[config.mk]
export PLATFORM = sky130hd
export DESIGN_NAME = avfs_top
export DESIGN_NICKNAME = d
export VERILOG_FILES = /design/src/logic/avfs_pkg.sv /design/src/logic/avfs_stream_if.sv /design/src/logic/avfs_fifo.sv /design/src/logic/avfs_top.sv
export VERILOG_INCLUDE_DIRS = /design/src /design/src/logic
export SDC_FILE = /design/constraint.sdc
export NUM_CORES = 1
export LEC_CHECK = 0
export ABC_AREA = 0
export BUFFER_PORTS_ARGS = -buffer_cell sky130_fd_sc_hd__buf_2
export CORE_ASPECT_RATIO = 1.5
export CORE_UTILIZATION = 40
export CTS_CLUSTER_DIAMETER = 50
export CTS_CLUSTER_SIZE = 28
export DETAILED_ROUTE_END_ITERATION = 10
export HOLD_SLACK_MARGIN = 0.06
export PLACE_DENSITY = 0.69
export SLEW_MARGIN = 20
export SYNTH_ARGS = -nofsm -noshare
export SYNTH_HDL_FRONTEND = slang
export SYNTH_SLANG_ARGS = --single-unit
[constraint.sdc]
create_clock -name core_clk -period 3.4 [get_ports core_clk]
set_input_delay 0.51 -clock core_clk [delete_from_list [all_inputs] [get_ports core_clk]]
set_output_delay 0.51 -clock core_clk [all_outputs]
set_load 0.01 [all_outputs]
[src/logic/avfs_defs.svh]
// Constants for the AV port frame-sync and keying block
`ifndef AVFS_DEFS_SVH
`define AVFS_DEFS_SVH

`define AVFS_CLK_PERIOD_PS    4000
`define AVFS_FS_PULSE_MIN_PS  100000
`define AVFS_FS_PULSE_CYCLES  ((`AVFS_FS_PULSE_MIN_PS + `AVFS_CLK_PERIOD_PS - 1) / `AVFS_CLK_PERIOD_PS)
`define AVFS_FIFO_DEPTH       8
`define AVFS_BYTE_W           8
`define AVFS_WORD_W           10
`define AVFS_WORD_START_BIT   9
`define AVFS_WORD_KEY_BIT     8
`define AVFS_SYT_W            16
`define AVFS_SYT_CYC_MSB      15
`define AVFS_SYT_CYC_LSB      12
`define AVFS_SYT_OFS_MSB      11
`define AVFS_SYT_NO_INFO      16'hFFFF
`define AVFS_DELAY_W          3
`define AVFS_PULSE_CNT_W      6

`endif

[src/logic/avfs_pkg.sv]
// Types shared by the AV port frame-sync and keying block
`include "avfs_defs.svh"

package avfs_pkg;
    typedef logic [`AVFS_WORD_W-1:0] avfs_word_t;
    typedef logic [`AVFS_SYT_W-1:0]  avfs_syt_t;
    typedef enum logic [1:0] {
        AVFS_RX_IDLE,
        AVFS_RX_ARMED,
        AVFS_RX_PULSE
    } avfs_rx_state_t;
endpackage

[src/logic/avfs_stream_if.sv]
// Valid/ready word stream between the block's own modules
`timescale 1ns/100ps
interface avfs_stream_if #(parameter int WIDTH = 10);
    logic             valid;
    logic             ready;
    logic [WIDTH-1:0] data;
    modport src (output valid, output data, input ready);
    modport snk (input valid, input data, output ready);
endinterface

[src/logic/avfs_fifo.sv]
// Synchronous FIFO with a registered output stage
`timescale 1ns/100ps
module avfs_fifo #(
    parameter int WIDTH = 10,
    parameter int DEPTH = 8
) (
    input  wire logic   core_clk,
    input  wire logic   rst_n,
    avfs_stream_if.snk  wr,
    avfs_stream_if.src  rd
);
    localparam int PW = $clog2(DEPTH);

    logic [WIDTH-1:0] mem [DEPTH];
    logic [PW-1:0]    wptr_reg;
    logic [PW-1:0]    rptr_reg;
    logic [PW:0]      count_reg;
    logic             out_valid_reg;
    logic [WIDTH-1:0] out_data_reg;
    logic             push;
    logic             pop;

    // Ready reflects real space, so a stalled reader makes the writer see full
    assign wr.ready = (count_reg != (PW+1)'(DEPTH));
    assign push     = wr.valid && wr.ready;
    assign pop      = (count_reg != '0) && (!out_valid_reg || rd.ready);
    assign rd.valid = out_valid_reg;
    assign rd.data  = out_data_reg;

    always_ff @(posedge core_clk) begin
        if (push) begin
            mem[wptr_reg] <= wr.data;
        end
    end

    always_ff @(posedge core_clk) begin
        if (!rst_n) begin
            wptr_reg  <= '0;
            rptr_reg  <= '0;
            count_reg <= '0;
        end else begin
            if (push) begin
                wptr_reg <= (wptr_reg == PW'(DEPTH-1)) ? '0 : wptr_reg + 1'b1;
            end
            if (pop) begin
                rptr_reg <= (rptr_reg == PW'(DEPTH-1)) ? '0 : rptr_reg + 1'b1;
            end
            count_reg <= count_reg + (PW+1)'(push) - (PW+1)'(pop);
        end
    end

    always_ff @(posedge core_clk) begin
        if (!rst_n) begin
            out_valid_reg <= 1'b0;
            out_data_reg  <= '0;
        end else if (pop) begin
            out_valid_reg <= 1'b1;
            out_data_reg  <= mem[rptr_reg];
        end else if (rd.ready) begin
            out_valid_reg <= 1'b0;
        end
    end
endmodule

[src/logic/avfs_top.sv]
// AV port frame-sync time stamping, regeneration and packet keying
`timescale 1ns/100ps
`include "avfs_defs.svh"
module avfs_top
    import avfs_pkg::*;
(
    input  wire logic                      core_clk,
    input  wire logic                      rst_n,
    input  wire logic                      av_port_clock,
    input  wire logic [`AVFS_BYTE_W-1:0]   av_tx_data,
    input  wire logic                      av_tx_valid,
    input  wire logic                      av_tx_first,
    input  wire logic                      packet_key_pin,
    input  wire logic                      tx_frame_sync_pin,
    input  wire logic                      tx_frame_sync_enable,
    input  wire logic [`AVFS_DELAY_W-1:0]  tx_syt_delay,
    input  wire logic [`AVFS_SYT_W-1:0]    bus_cycle_time,
    input  wire logic                      pkt_ready,
    input  wire logic                      rx_frame_sync_enable,
    input  wire logic [`AVFS_SYT_W-1:0]    rx_syt,
    input  wire logic                      rx_syt_valid,
    output logic                           av_tx_ready,
    output logic                           tx_overflow,
    output logic                           pkt_valid,
    output logic [`AVFS_BYTE_W-1:0]        pkt_data,
    output logic                           pkt_key,
    output logic                           pkt_start,
    output logic [`AVFS_SYT_W-1:0]         pkt_syt,
    output logic                           rx_frame_sync_pin
);
    avfs_stream_if #(.WIDTH(`AVFS_WORD_W)) fifo_in ();
    avfs_stream_if #(.WIDTH(`AVFS_WORD_W)) fifo_out ();

    logic                     av_clk_reg;
    logic                     av_rise;
    logic [`AVFS_BYTE_W-1:0]  cap_data_reg;
    logic                     cap_valid_reg;
    logic                     cap_first_reg;
    logic                     cap_key_reg;
    logic                     cap_fs_reg;
    logic                     cap_fs_prev_reg;
    logic                     key_hold_reg;
    logic                     in_pkt_reg;
    logic                     drop_reg;
    logic                     word_valid_reg;
    avfs_word_t               word_reg;
    logic                     fs_event;
    logic                     stamp_pend_reg;
    avfs_syt_t                stamp_reg;
    avfs_syt_t                stamp_next;
    logic                     start_taken;
    avfs_rx_state_t           rx_state_reg;
    avfs_syt_t                rx_stamp_reg;
    logic                     match;
    logic                     match_reg;
    logic [`AVFS_PULSE_CNT_W-1:0] pulse_cnt_reg;

    assign av_rise = av_port_clock && !av_clk_reg;

    always_ff @(posedge core_clk) begin
        if (!rst_n) begin
            av_clk_reg <= 1'b0;
        end else begin
            av_clk_reg <= av_port_clock;
        end
    end

    // Only the AV clock's rising edge admits pin values to the port logic
    always_ff @(posedge core_clk) begin
        if (!rst_n) begin
            cap_data_reg    <= '0;
            cap_valid_reg   <= 1'b0;
            cap_first_reg   <= 1'b0;
            cap_key_reg     <= 1'b0;
            cap_fs_reg      <= 1'b0;
            cap_fs_prev_reg <= 1'b0;
        end else if (av_rise) begin
            cap_data_reg    <= av_tx_data;
            cap_valid_reg   <= av_tx_valid;
            cap_first_reg   <= av_tx_first;
            cap_key_reg     <= packet_key_pin;
            cap_fs_reg      <= tx_frame_sync_pin;
            cap_fs_prev_reg <= cap_fs_reg;
        end else begin
            cap_valid_reg   <= 1'b0;
            cap_fs_prev_reg <= cap_fs_reg;
        end
    end

    // Key is taken once per packet from the first byte and reused for the rest
    always_ff @(posedge core_clk) begin
        if (!rst_n) begin
            key_hold_reg   <= 1'b0;
            in_pkt_reg     <= 1'b0;
            drop_reg       <= 1'b0;
            word_valid_reg <= 1'b0;
            word_reg       <= '0;
            tx_overflow    <= 1'b0;
        end else begin
            word_valid_reg <= 1'b0;
            tx_overflow    <= 1'b0;
            if (cap_valid_reg) begin
                if (cap_first_reg) begin
                    key_hold_reg <= cap_key_reg;
                    in_pkt_reg   <= 1'b1;
                    drop_reg     <= !fifo_in.ready;
                    tx_overflow  <= !fifo_in.ready;
                    word_valid_reg <= fifo_in.ready;
                    word_reg <= {1'b1, cap_key_reg, cap_data_reg};
                end else if (in_pkt_reg && !drop_reg) begin
                    // A byte with no room drops the packet's tail, never a stall
                    drop_reg       <= !fifo_in.ready;
                    tx_overflow    <= !fifo_in.ready;
                    word_valid_reg <= fifo_in.ready;
                    word_reg <= {1'b0, key_hold_reg, cap_data_reg};
                end
            end
        end
    end

    // Capture runs one AV edge apart, so the pushed word lands before ready is rechecked
    assign fifo_in.valid = word_valid_reg;
    assign fifo_in.data  = word_reg;

    avfs_fifo #(
        .WIDTH (`AVFS_WORD_W),
        .DEPTH (`AVFS_FIFO_DEPTH)
    ) u_fifo (
        .core_clk (core_clk),
        .rst_n    (rst_n),
        .wr       (fifo_in),
        .rd       (fifo_out)
    );

    assign fifo_out.ready = pkt_ready;
    assign pkt_valid = fifo_out.valid;
    assign pkt_data  = fifo_out.data[`AVFS_BYTE_W-1:0];
    assign pkt_key   = fifo_out.data[`AVFS_WORD_KEY_BIT];
    assign pkt_start = fifo_out.data[`AVFS_WORD_START_BIT];

    always_ff @(posedge core_clk) begin
        if (!rst_n) begin
            av_tx_ready <= 1'b0;
        end else begin
            av_tx_ready <= fifo_in.ready;
        end
    end

    assign fs_event    = cap_fs_reg && !cap_fs_prev_reg && tx_frame_sync_enable;
    assign start_taken = pkt_valid && pkt_ready && pkt_start;

    // Stamp is the cycle time advanced by the configured delay in bus cycles
    always_comb begin
        stamp_next = bus_cycle_time;
        stamp_next[`AVFS_SYT_CYC_MSB:`AVFS_SYT_CYC_LSB] =
            bus_cycle_time[`AVFS_SYT_CYC_MSB:`AVFS_SYT_CYC_LSB] + 4'(tx_syt_delay);
    end

    // A newer pulse replaces an unsent stamp; adequate at supported pulse rates
    always_ff @(posedge core_clk) begin
        if (!rst_n) begin
            stamp_pend_reg <= 1'b0;
            stamp_reg      <= `AVFS_SYT_NO_INFO;
        end else if (fs_event) begin
            stamp_pend_reg <= 1'b1;
            stamp_reg      <= stamp_next;
        end else if (start_taken) begin
            stamp_pend_reg <= 1'b0;
        end
    end

    always_ff @(posedge core_clk) begin
        if (!rst_n) begin
            pkt_syt <= `AVFS_SYT_NO_INFO;
        end else begin
            pkt_syt <= stamp_pend_reg ? stamp_reg : `AVFS_SYT_NO_INFO;
        end
    end

    // Receive regeneration: fire when the cycle timer reaches the stamp
    assign match = (bus_cycle_time[`AVFS_SYT_CYC_MSB:`AVFS_SYT_CYC_LSB]
                    == rx_stamp_reg[`AVFS_SYT_CYC_MSB:`AVFS_SYT_CYC_LSB])
                && (bus_cycle_time[`AVFS_SYT_OFS_MSB:0] >= rx_stamp_reg[`AVFS_SYT_OFS_MSB:0]);

    always_ff @(posedge core_clk) begin
        if (!rst_n) begin
            match_reg <= 1'b0;
        end else begin
            match_reg <= match;
        end
    end

    always_ff @(posedge core_clk) begin
        if (!rst_n) begin
            rx_state_reg      <= AVFS_RX_IDLE;
            rx_stamp_reg      <= `AVFS_SYT_NO_INFO;
            pulse_cnt_reg     <= '0;
            rx_frame_sync_pin <= 1'b0;
        end else begin
            if (rx_syt_valid && rx_frame_sync_enable && rx_syt != `AVFS_SYT_NO_INFO) begin
                rx_stamp_reg <= rx_syt;
            end
            case (rx_state_reg)
                AVFS_RX_IDLE: begin
                    if (rx_syt_valid && rx_frame_sync_enable
                        && rx_syt != `AVFS_SYT_NO_INFO) begin
                        rx_state_reg <= AVFS_RX_ARMED;
                    end
                end
                AVFS_RX_ARMED: begin
                    if (!rx_frame_sync_enable) begin
                        rx_state_reg <= AVFS_RX_IDLE;
                    end else if (match && !match_reg && !rx_syt_valid) begin
                        rx_state_reg      <= AVFS_RX_PULSE;
                        rx_frame_sync_pin <= 1'b1;
                        pulse_cnt_reg     <= `AVFS_PULSE_CNT_W'(`AVFS_FS_PULSE_CYCLES - 1);
                    end
                end
                AVFS_RX_PULSE: begin
                    if (pulse_cnt_reg == '0) begin
                        rx_frame_sync_pin <= 1'b0;
                        rx_state_reg      <= AVFS_RX_IDLE;
                    end else begin
                        pulse_cnt_reg <= pulse_cnt_reg - 1'b1;
                    end
                end
                default: begin
                    rx_state_reg      <= AVFS_RX_IDLE;
                    rx_frame_sync_pin <= 1'b0;
                end
            endcase
        end
    end
endmodule

==> flow_summary_export.csv, run 1 <==
group,metric,value,unit
synth,ys_seq_elements,190,
global_routing,met3_usage,4.25,%
floorplan,die_y,171,um
global_routing,gr-total-overflow,0,
cts,cts_max_level,4,
placement,hpwl,10400,um
power,peakVddDrop,0.296,mV
synth,yosys_warnings,0,
worst_setup_path,crit_type,"flip-flop to flip-flop",
floorplan,coreArea,0.0185,sq mm
worst_setup_path,r2r_start,"u_fifo.count_reg[2]$_SDFF_PN0_",
cells_and_area,finalNetCount,782,
floorplan,fp-row-count,61,
placement,gp_congestion,0.823,
route,vias,4662,
synth,synth_area,0.00759,sq mm
cells_and_area,top_register,"u_fifo.mem",
worst_setup_path,cp_common_cell,"inv_1",
cts,insertion_delay,430,ps
global_routing,grt_max_degree,43,
worst_setup_path,cp.arrival,2380,ps
global_routing,grt_pass1_wl,22900,um
global_routing,grt.busiest_layer,"met2",
route,ant_nets,0,
synth,syn_avg_cell_area,12.4,sq um
cells_and_area,antennaDiodeCount,0,
cts,postCtsSetupRepairBufs,0,
timing,drv_slew,0,
route,routed_wl,14300,um
worst_setup_path,startpoint,"u_fifo.count_reg[2]$_SDFF_PN0_",
synth,synthFlopType,"dfxtp_1",
global_routing,use_met2,29.6,%
min_path,min_path_type,"input pin to flip-flop",
min_path,min_from,"rx_syt[3]",
power,p_per_area,627,mW/mm^2
cells_and_area,area_delta_synth_final,17.0,%
cts,cts_resized,0,
cells_and_area,fin_util,47.8,%
timing,finalHoldViolations,0,
route,viasPerCell,4.84,
timing,relSlewSlack,44.5,%
timing,post-route-period-util,68.6,%
route,drc_errors,0,
synth,ys_async_sr_fraction,0,%
timing,fin_hold_ws,304,ps
worst_setup_path,slowest_delay,670,ps
placement,port_buffers,83,
run,drv_cap,0,
synth,synth_cell_types,43,
cells_and_area,fin_area,0.00887,sq mm
global_routing,antenna_found_initial,0,
global_routing,grtUsageMet1,16.1,%
route,drtIter0Drc,122,
timing,max_freq,429,MHz
power,p_leak,0.00364,uW
cts,clockBufferDepth,2,
synth,syn_inst,612,
worst_setup_path,start_kind,"flip-flop",
cells_and_area,drive_above_1_share,23.5,%
global_routing,grtUsageTotal,15.6,%
timing,tns,0,ps
status,status,"completed",
timing,finClkSkew,10.3,ps
floorplan,die_w,114,um
cts,cts_buffers,17,
cts,cts.sinks,190,
cts,cts_hold_buf,0,
synth,synth-edff-count,80,
timing,rsz0062_at_grt,"false",
synth,syn_nets,695,
route,detail_route.wl_per_cell,14.8,um
route,drt-pass1-iter-count,6,
timing,layout_min_cycle_time,2330,ps
placement,placedInstanceArea,0.00829,sq mm
timing,worst_slew_pin_slew,829,ps
cts,clockRootBuffer,"clkbuf_16",
synth,yosysSeqAreaShare,60.7,%
timing,setup-violations-final,0,
floorplan,die_area,0.0195,sq mm
cts,clkTransAtPathRegs,70,ps
cells_and_area,largest_reg_flops,80,
floorplan,top_level_ports,84,
floorplan,start_util,40.9,%
worst_setup_path,path_cells,"inv_1 -> ha_1 -> and2_1 -> nand2b_1 -> inv_1 -> nand2_1 -> nor2_1",
worst_setup_path,cp.required,3450,ps
global_routing,grt_pass1_vias,4580,
worst_setup_path,worstPathMaxFanout,10,
worst_setup_path,cpMaxStageDelayCell,"nor2_1",
cts,cts_tree,"built",
worst_setup_path,crit_path_end_kind,"flip-flop",
layout by cell type (no fill, tap or decap), types with 5 or more instances in the layout:
| master | n |
|---|---|
| nand2b_1 | 5 |
| buf_4 | 11 |
| and2_1 | 8 |
| mux2i_1 | 34 |
| a21boi_0 | 24 |
| clkbuf_16 | 17 |
| dfxtp_1 | 110 |
| buf_2 | 83 |
| a21oi_1 | 13 |
| o211a_1 | 11 |
| xor2_1 | 7 |
| nand4_1 | 5 |
| nor3_1 | 5 |
| inv_1 | 28 |
| mux4_2 | 20 |
| or2_2 | 16 |
| nor2_1 | 10 |
| xnor2_1 | 5 |
| nand2_1 | 110 |
| nand3_1 | 15 |
| edfxtp_1 | 80 |
| ha_1 | 27 |
| nor2b_1 | 15 |
final timing paths:
check                           slack (ps)                           end  cells past startpoint
worst max-delay path                  1070    u_fifo.mem[7][0]$_DFFE_PP_                      7
worst min-delay path                   300  rx_stamp_reg[3]$_SDFFE_PN1P_                      3
worst max register to register        1070    u_fifo.mem[7][0]$_DFFE_PP_                      7
worst min register to register         440         pkt_syt[5]$_SDFF_PN1_                      1
metal layers:
metal / vias up / wire [um]
met4: 0 / 246
met1: 2207 / 5580
met3: 18 / 555
met2: 101 / 7900
li1: 2336 / -
met5: - / 0
cell usage after synthesis, drive strengths merged (2+ instances only):
| master | count | share of area (%) |
|---|---|---|
| mux2i | 34 | 4.5 |
| ha | 27 | 4.5 |
| a21oi | 14 | 0.92 |
| and3b | 2 | 0.23 |
| nand3b | 3 | 0.30 |
| xnor2 | 5 | 0.58 |
| nor3 | 5 | 0.33 |
| nand3 | 16 | 1.2 |
| o21a | 2 | 0.20 |
| o21ai | 6 | 0.40 |
| or2 | 16 | 1.3 |
| inv | 28 | 1.4 |
| edfxtp | 80 | 32 |
| xor2 | 7 | 0.81 |
| a21boi | 24 | 2.4 |
| a21o | 3 | 0.30 |
| and2 | 9 | 0.78 |
| mux4 | 20 | 5.9 |
| nand4 | 5 | 0.41 |
| o211ai | 4 | 0.40 |
| nor2 | 10 | 0.49 |
| buf | 4 | 0.51 |
| dfxtp | 110 | 29 |
| o211a | 11 | 1.5 |
| nor2b | 15 | 1.2 |
| nand2 | 110 | 5.4 |
| nor4 | 6 | 0.58 |
| fa | 2 | 0.53 |
| nand2b | 5 | 0.41 |
| clkbuf | 22 | 1.1 |
critical path, delay by kind of cell, from the launching register on:
| kind | cells | cell delay, ps |
|---|---|---|
| adder cells (fa/ha/maj) | 1 | 180 |
| flip-flops | 1 | 320 |
| buffers and inverters | 2 | 240 |
| AND/OR/NAND/NOR | 4 | 1200 |
per-stage QoR:
step | setup WS (ps) | std cells | power (uW)
3_3_place_gp | 1090 | 932 | 3670
2_1_floorplan | 906 | 612 | 3400
5_1_grt | 829 | 964 | 5870
3_5_place_dp | 1020 | 932 | 3700
6_report | 1070 | 964 | 5560
4_1_cts | 1010 | 964 | 5650
cell type report:
class,instances,area (sq um)
clock buffers,18,429
inverters,28,105
repair buffers,94,498
multi-input cells,368,2770
clock inverters,14,156
fillers,1659,9670
flip-flops and latches,190,4600
well taps,252,315
report_power, final:
group	internal (uW)	total [uW]	leakage [uW]	switching, uW
registers	2490	2600	0.00164	107
clock network	1040	1950	0.000284	908
logic	525	1020	0.00172	491
logic make-up (layout without fill, tap and decap cells):
| logic type | after synthesis | count (layout) | share of synthesized area, % |
|---|---|---|---|
| adder cells (fa/ha/maj) | 29 | 29 | 4.98 |
| buffers and inverters | 54 | 154 | 2.99 |
| AO/OA/AOI/OAI | 66 | 66 | 6.25 |
| flip-flops | 190 | 190 | 60.7 |
| XOR/XNOR | 12 | 12 | 1.39 |
| AND/OR/NAND/NOR | 207 | 207 | 13.3 |
| multiplexers | 54 | 54 | 10.4 |
No activity file was read; power rests on OpenSTA's default activity.
==> run 2: changes to the inputs <==
==> constraint.sdc (replaced) <==
create_clock -name core_clk -period 2.3 [get_ports core_clk]
set_input_delay 0.345 -clock core_clk [delete_from_list [all_inputs] [get_ports core_clk]]
set_output_delay 0.345 -clock core_clk [all_outputs]
set_load 0.01 [all_outputs]
==> run 2 against run 1 <==
Effect of this change: flip-flop and latch count stayed put; hold slack worse by 160 ps; core utilization is 0.43 points higher; cell area is 0.90% higher; cell count is 0.73% higher; sequential share of layout area is 0.46 points lower; first-iteration DRC count is 38% higher; register-to-register slack worse by 790 ps; critical path depth is 3 higher; clock skew hardly changed; total power is 48% higher.
==> flow_summary_export.csv, run 2 (synthesis results as in run 1) <==
group,metric,value,unit
status,status,"completed",
timing,drv_slew,0,
placement,dp.cells,939,
route,detail_route.wl_per_cell,14.4,um
worst_setup_path,cp.required,2620,ps
cells_and_area,area_delta_synth_final,18.0,%
run,drv_cap,0,
global_routing,antenna_found_initial,0,
timing,rsz0062_at_grt,"false",
worst_setup_path,cpMaxStageDelayCell,"fa_1",
route,drtIter0Drc,168,
route,ant_nets,0,
cells_and_area,drive_above_1_share,24.2,%
timing,worst_slew_pin_slew,557,ps
timing,finalHoldViolations,0,
cts,cts_tree,"built",
placement,port_buffers,83,
floorplan,coreArea,0.0185,sq mm
global_routing,grt_pass1_wl,23200,um
timing,max_freq,494,MHz
worst_setup_path,crit_path_end_kind,"flip-flop",
route,routed_wl,14000,um
timing,tns,0,ps
worst_setup_path,critPathTopFamily,"adder cells",
cts,clkTransAtPathRegs,70,ps
power,p_leak,0.00368,uW
placement,hpwl,10000,um
floorplan,die_w,114,um
worst_setup_path,start_kind,"flip-flop",
timing,relSlewSlack,62.8,%
cts,cts_max_level,4,
cells_and_area,antennaDiodeCount,0,
worst_setup_path,path_cells,"inv_1 -> ha_1 -> a21oi_2 -> ha_1 -> inv_1 -> ha_1 -> inv_1 -> fa_1 -> xnor2_1 -> and2_1",
power,peakVddDrop,0.467,mV
global_routing,grt_pass1_vias,4759,
floorplan,fp-row-count,61,
worst_setup_path,path_buf_inv,3,
floorplan,start_util,40.9,%
global_routing,gr-total-overflow,0,
floorplan,die_area,0.0195,sq mm
cells_and_area,instances_no_fill,971,
global_routing,grt_max_degree,46,
route,viasPerCell,4.83,
cts,cts.sinks,190,
cts,cts_buffers,17,
cts,postCtsSetupRepairBufs,0,
floorplan,top_level_ports,84,
route,drc_errors,0,
floorplan,die_y,171,um
cells_and_area,top_register,"u_fifo.mem",
cells_and_area,layout_common_cells,"nand2_1, dfxtp_1, buf_2, edfxtp_1, mux2i_1",
route,drt-pass1-iter-count,4,
min_path,min_path_type,"input pin to flip-flop",
route,vias,4694,
cts,clockBufferDepth,2,
worst_setup_path,crit_type,"flip-flop to flip-flop",
timing,finClkSkew,10.2,ps
timing,setup-violations-final,0,
cts,clockRootBuffer,"clkbuf_16",
cts,cts_resized,0,
cells_and_area,finalNetCount,789,
worst_setup_path,worstPathMaxFanout,3,
cells_and_area,fin_util,48.3,%
timing,layout_min_cycle_time,2020,ps
cts,cts_hold_buf,0,
worst_setup_path,slowest_delay,370,ps
global_routing,grtUsageTotal,15.8,%
cts,insertion_delay,430,ps
timing,post-route-period-util,88.0,%
cells_and_area,largest_reg_flops,80,
power,p_per_area,918,mW/mm^2
placement,gp_congestion,0.749,
worst_setup_path,cp.arrival,2340,ps
run 2: cell types whose count changed in the layout (fill, tap and decap cells not counted):
cell	before	now
inv_6	3	4
clkbuf_1	1	2
buf_4	11	16
buf_12	0	2
clkinv_1	1	0
inv_8	3	1
clkinv_8	2	3
run 2: per-stage QoR:
stage	setup slack, ps	power, uW	hold slack [ps]	area, sq um
3_3_place_gp	270	5460	425	8370
4_1_cts	260	8360	124	8950
6_report	277	8220	143	8950
2_1_floorplan	13.7	5040	417	7600
3_5_place_dp	213	5490	427	8370
5_1_grt	133	8650	134	8950
run 2: final timing paths:
check	start	to	slack, ps	cells past startpoint
setup / recovery	u_fifo.count_reg[2]$_SDFF_PN0_	u_fifo.count_reg[2]$_SDFF_PN0_	280	10
hold / removal	rx_syt[7]	rx_stamp_reg[7]$_SDFFE_PN1P_	140	3
setup reg to reg	u_fifo.count_reg[2]$_SDFF_PN0_	u_fifo.count_reg[2]$_SDFF_PN0_	280	10
hold reg to reg	stamp_reg[13]$_SDFFE_PN1P_	pkt_syt[13]$_SDFF_PN1_	440	1
run 2: cell type report:
class / count / area, sq um
flip-flops and latches: 190 / 4600
clock buffers: 19 / 433
inverters: 28 / 105
repair buffers: 101 / 576
multi-input cells: 368 / 2770
clock inverters: 13 / 155
well taps: 252 / 315
fillers: 1652 / 9590
run 2: where the power goes:
part | leakage, uW | switching [uW] | internal (uW)
sequential | 0.00164 | 107 | 3680
combinational | 0.00176 | 778 | 803
clock | 0.000283 | 1310 | 1540
total | 0.00368 | 2200 | 6020
run 2: worst register-to-register path: cells and delay by family, from the launching register on:
kind                       cells  cell delay [ps]
AOI/OAI and AO/OA              1              170
adders and majority gates      4              990
and+or+nand+nor                1              150
DFF                            1              310
buffers and inverters          3              170
xor gates and xnor gates       1              130
run 2: metal layers:
| layer | up-vias | track usage, % | routed length [um] |
|---|---|---|---|
| met1 | 2243 | 16.1 | 5360 |
| met3 | 20 | 4.32 | 626 |
| met2 | 90 | 29.7 | 7720 |
| met5 | - | 0 | 0 |
| met4 | 0 | 6.78 | 304 |
| li1 | 2341 | - | - |
==> run 3: changes to the inputs <==
--- a/config.mk
+++ b/config.mk
@@ -14,7 +14,7 @@
 export CTS_CLUSTER_SIZE = 28
 export DETAILED_ROUTE_END_ITERATION = 10
 export HOLD_SLACK_MARGIN = 0.06
-export PLACE_DENSITY = 0.69
+export SETUP_SLACK_MARGIN = 0.05
 export SLEW_MARGIN = 20
 export SYNTH_ARGS = -nofsm -noshare
 export SYNTH_HDL_FRONTEND = slang
==> run 3 against run 2 <==
Effect of this change: clock skew decreased by 2.9 ps; register-to-register slack lost 20 ps; global-route usage grew 1.2 points; flip-flop and latch count unchanged; core utilization rose by 0.20 points; die area stayed put; cell count down 0.31%; wire length is 7.6% higher; via count is 1.2% higher.
==> flow_summary_export.csv, run 3 (synthesis results as in run 1) <==
group,metric,value,unit
route,detail_route.wl_per_cell,15.6,um
timing,drv_slew,0,
worst_setup_path,cp.depth,10,
cts,cts_resized,0,
route,drtIter0Drc,140,
floorplan,die_y,171,um
cells_and_area,area_delta_synth_final,18.5,%
floorplan,fp-row-count,61,
status,status,"completed",
worst_setup_path,cp_common_cell,"inv_1",
cts,cts_max_level,4,
timing,layout_min_cycle_time,2050,ps
power,p_leak,0.00370,uW
worst_setup_path,r2r_start,"u_fifo.count_reg[2]$_SDFF_PN0_",
power,p_int,6400,uW
timing,finalWorstSetupSlack,254,ps
power,switchingPower,2100,uW
min_path,min_from,"rx_syt[14]",
cells_and_area,finalNetCount,786,
global_routing,grtUsageTotal,17.0,%
floorplan,coreArea,0.0185,sq mm
timing,relSlewSlack,47.2,%
cts,cts_tree,"built",
timing,worst_slew_pin_slew,790,ps
power,p_sw_share,24.7,%
cells_and_area,layout_common_cells,"nand2_1, dfxtp_1, buf_2, edfxtp_1, mux2i_1",
worst_setup_path,crit_path_end_kind,"flip-flop",
worst_setup_path,path_buf_inv,3,
power,seqPwrFrac,44.6,%
placement,gp_congestion,0.813,
worst_setup_path,critPathTopFamily,"adder cells",
global_routing,antenna_found_initial,0,
worst_setup_path,start_kind,"flip-flop",
cts,cts_hold_buf,0,
power,peakVddDrop,0.442,mV
min_path,min_path_type,"input pin to flip-flop",
floorplan,start_util,40.9,%
worst_setup_path,cp.arrival,2360,ps
cts,cts.sinks,190,
global_routing,use_met2,33.2,%
run,drv_cap,0,
worst_setup_path,worstPathMaxFanout,4,
worst_setup_path,crit_type,"flip-flop to flip-flop",
min_path,hold_depth,3,
power,combPwrFrac,18.7,%
timing,tns,0,ps
worst_setup_path,cp.required,2620,ps
cells_and_area,antennaDiodeCount,0,
route,routed_wl,15100,um
cts,clkTransAtPathRegs,70,ps
placement,hpwl,11000,um
worst_setup_path,r2r_setup_slack,250,ps
cells_and_area,drive_above_1_share,23.9,%
cells_and_area,largest_reg_flops,80,
global_routing,grtUsageMet1,16.5,%
min_path,holdPathEnd,"rx_stamp_reg[14]$_SDFFE_PN1P_",
floorplan,die_area,0.0195,sq mm
cts,cts_buffers,17,
placement,pre_cts_ws,209,ps
route,vias,4752,
worst_setup_path,ff2ff_path_depth,10,
cts,clockBufferDepth,2,
worst_setup_path,path_cells,"inv_1 -> ha_1 -> and2_1 -> nand2b_1 -> inv_1 -> ha_1 -> inv_1 -> fa_1 -> xnor2_1 -> and2_1",
global_routing,grt_max_degree,62,
cts,clockRootBuffer,"clkbuf_16",
timing,max_freq,489,MHz
cells_and_area,multi_input_area,0.00277,sq mm
floorplan,die_w,114,um
placement,port_buffers,83,
route,drc_errors,0,
global_routing,gr-total-overflow,0,
floorplan,top_level_ports,84,
global_routing,grt_pass1_vias,5005,
route,drt-pass1-iter-count,4,
global_routing,grt.busiest_layer,"met2",
cts,postCtsSetupRepairBufs,0,
cells_and_area,fin_util,48.5,%
timing,post-route-period-util,89.0,%
global_routing,met3_usage,4.39,%
worst_setup_path,cpMaxStageDelayCell,"fa_1",
timing,rsz0062_at_grt,"false",
worst_setup_path,slowest_delay,380,ps
cells_and_area,top_register,"u_fifo.mem",
timing,finalHoldViolations,0,
timing,setup-violations-final,0,
timing,finClkSkew,7.34,ps
power,clkPwrFrac,36.6,%
cells_and_area,regArea,0.00460,sq mm
route,viasPerCell,4.91,
power,p_per_area,945,mW/mm^2
route,ant_nets,0,
worst_setup_path,timing.rr.end,"u_fifo.count_reg[2]$_SDFF_PN0_",
global_routing,grt_pass1_wl,24600,um
cts,insertion_delay,420,ps
cells_and_area,nFillCells,1676,
-- run 3: tightest hold or removal path, stage by stage --
cell and delay, ps:
buf_2 90, mux2i_1 50, nand2_1 50
-- run 3: per-stage QoR --
step / power (uW) / cell area, sq um / hold slack, ps / std cells
floorplan: 5040 / 7600 / 417 / 612
global placement: 5480 / 8350 / 426 / 936
detailed placement: 5510 / 8350 / 434 / 936
CTS: 8630 / 8990 / 125 / 968
global route: 8950 / 8990 / 141 / 968
finish: 8500 / 8990 / 145 / 968
-- run 3: power by group through the flow --
stage | clock network (uW) | registers, uW | logic (uW)
finish | 3110 | 3790 | 1590
global route | 3310 | 3820 | 1820
CTS | 3190 | 3800 | 1640
detailed placement | 0 | 3870 | 1640
global placement | 0 | 3860 | 1610
floorplan | 0 | 3900 | 1130
-- run 3: final cells by class --
| class | instances | share of cell area [%] |
|---|---|---|
| clock buffer | 25 | 5.78 |
| clock inverter | 7 | 1.36 |
| inverter | 28 | 1.17 |
| multi-input combinational | 368 | 30.8 |
| sequential | 190 | 51.2 |
| tap | 252 | 3.51 |
| timing repair buffer | 98 | 6.15 |
-- run 3: worst max-delay path by stage --
| stage | start | endpoint | slack [ps] |
|---|---|---|---|
| detailed placement | bus_cycle_time[11] | pulse_cnt_reg[0]$_SDFFE_PN0P_ | 210 |
| global placement | bus_cycle_time[11] | pulse_cnt_reg[0]$_SDFFE_PN0P_ | 270 |
| CTS | u_fifo.count_reg[2]$_SDFF_PN0_ | u_fifo.count_reg[2]$_SDFF_PN0_ | 240 |
| finish | u_fifo.count_reg[2]$_SDFF_PN0_ | u_fifo.count_reg[2]$_SDFF_PN0_ | 250 |
| global route | u_fifo.count_reg[2]$_SDFF_PN0_ | u_fifo.count_reg[2]$_SDFF_PN0_ | 70 |
| floorplan | u_fifo.count_reg[2]$_SDFF_PN0_ | u_fifo.count_reg[2]$_SDFF_PN0_ | 20 |
-- run 3: routing by layer --
metal  share of wire (%)  wire length (um)
met1                  37              5530
met2                  58              8680
met3                 3.8               574
met4                 1.9               280
met5                   0                 0
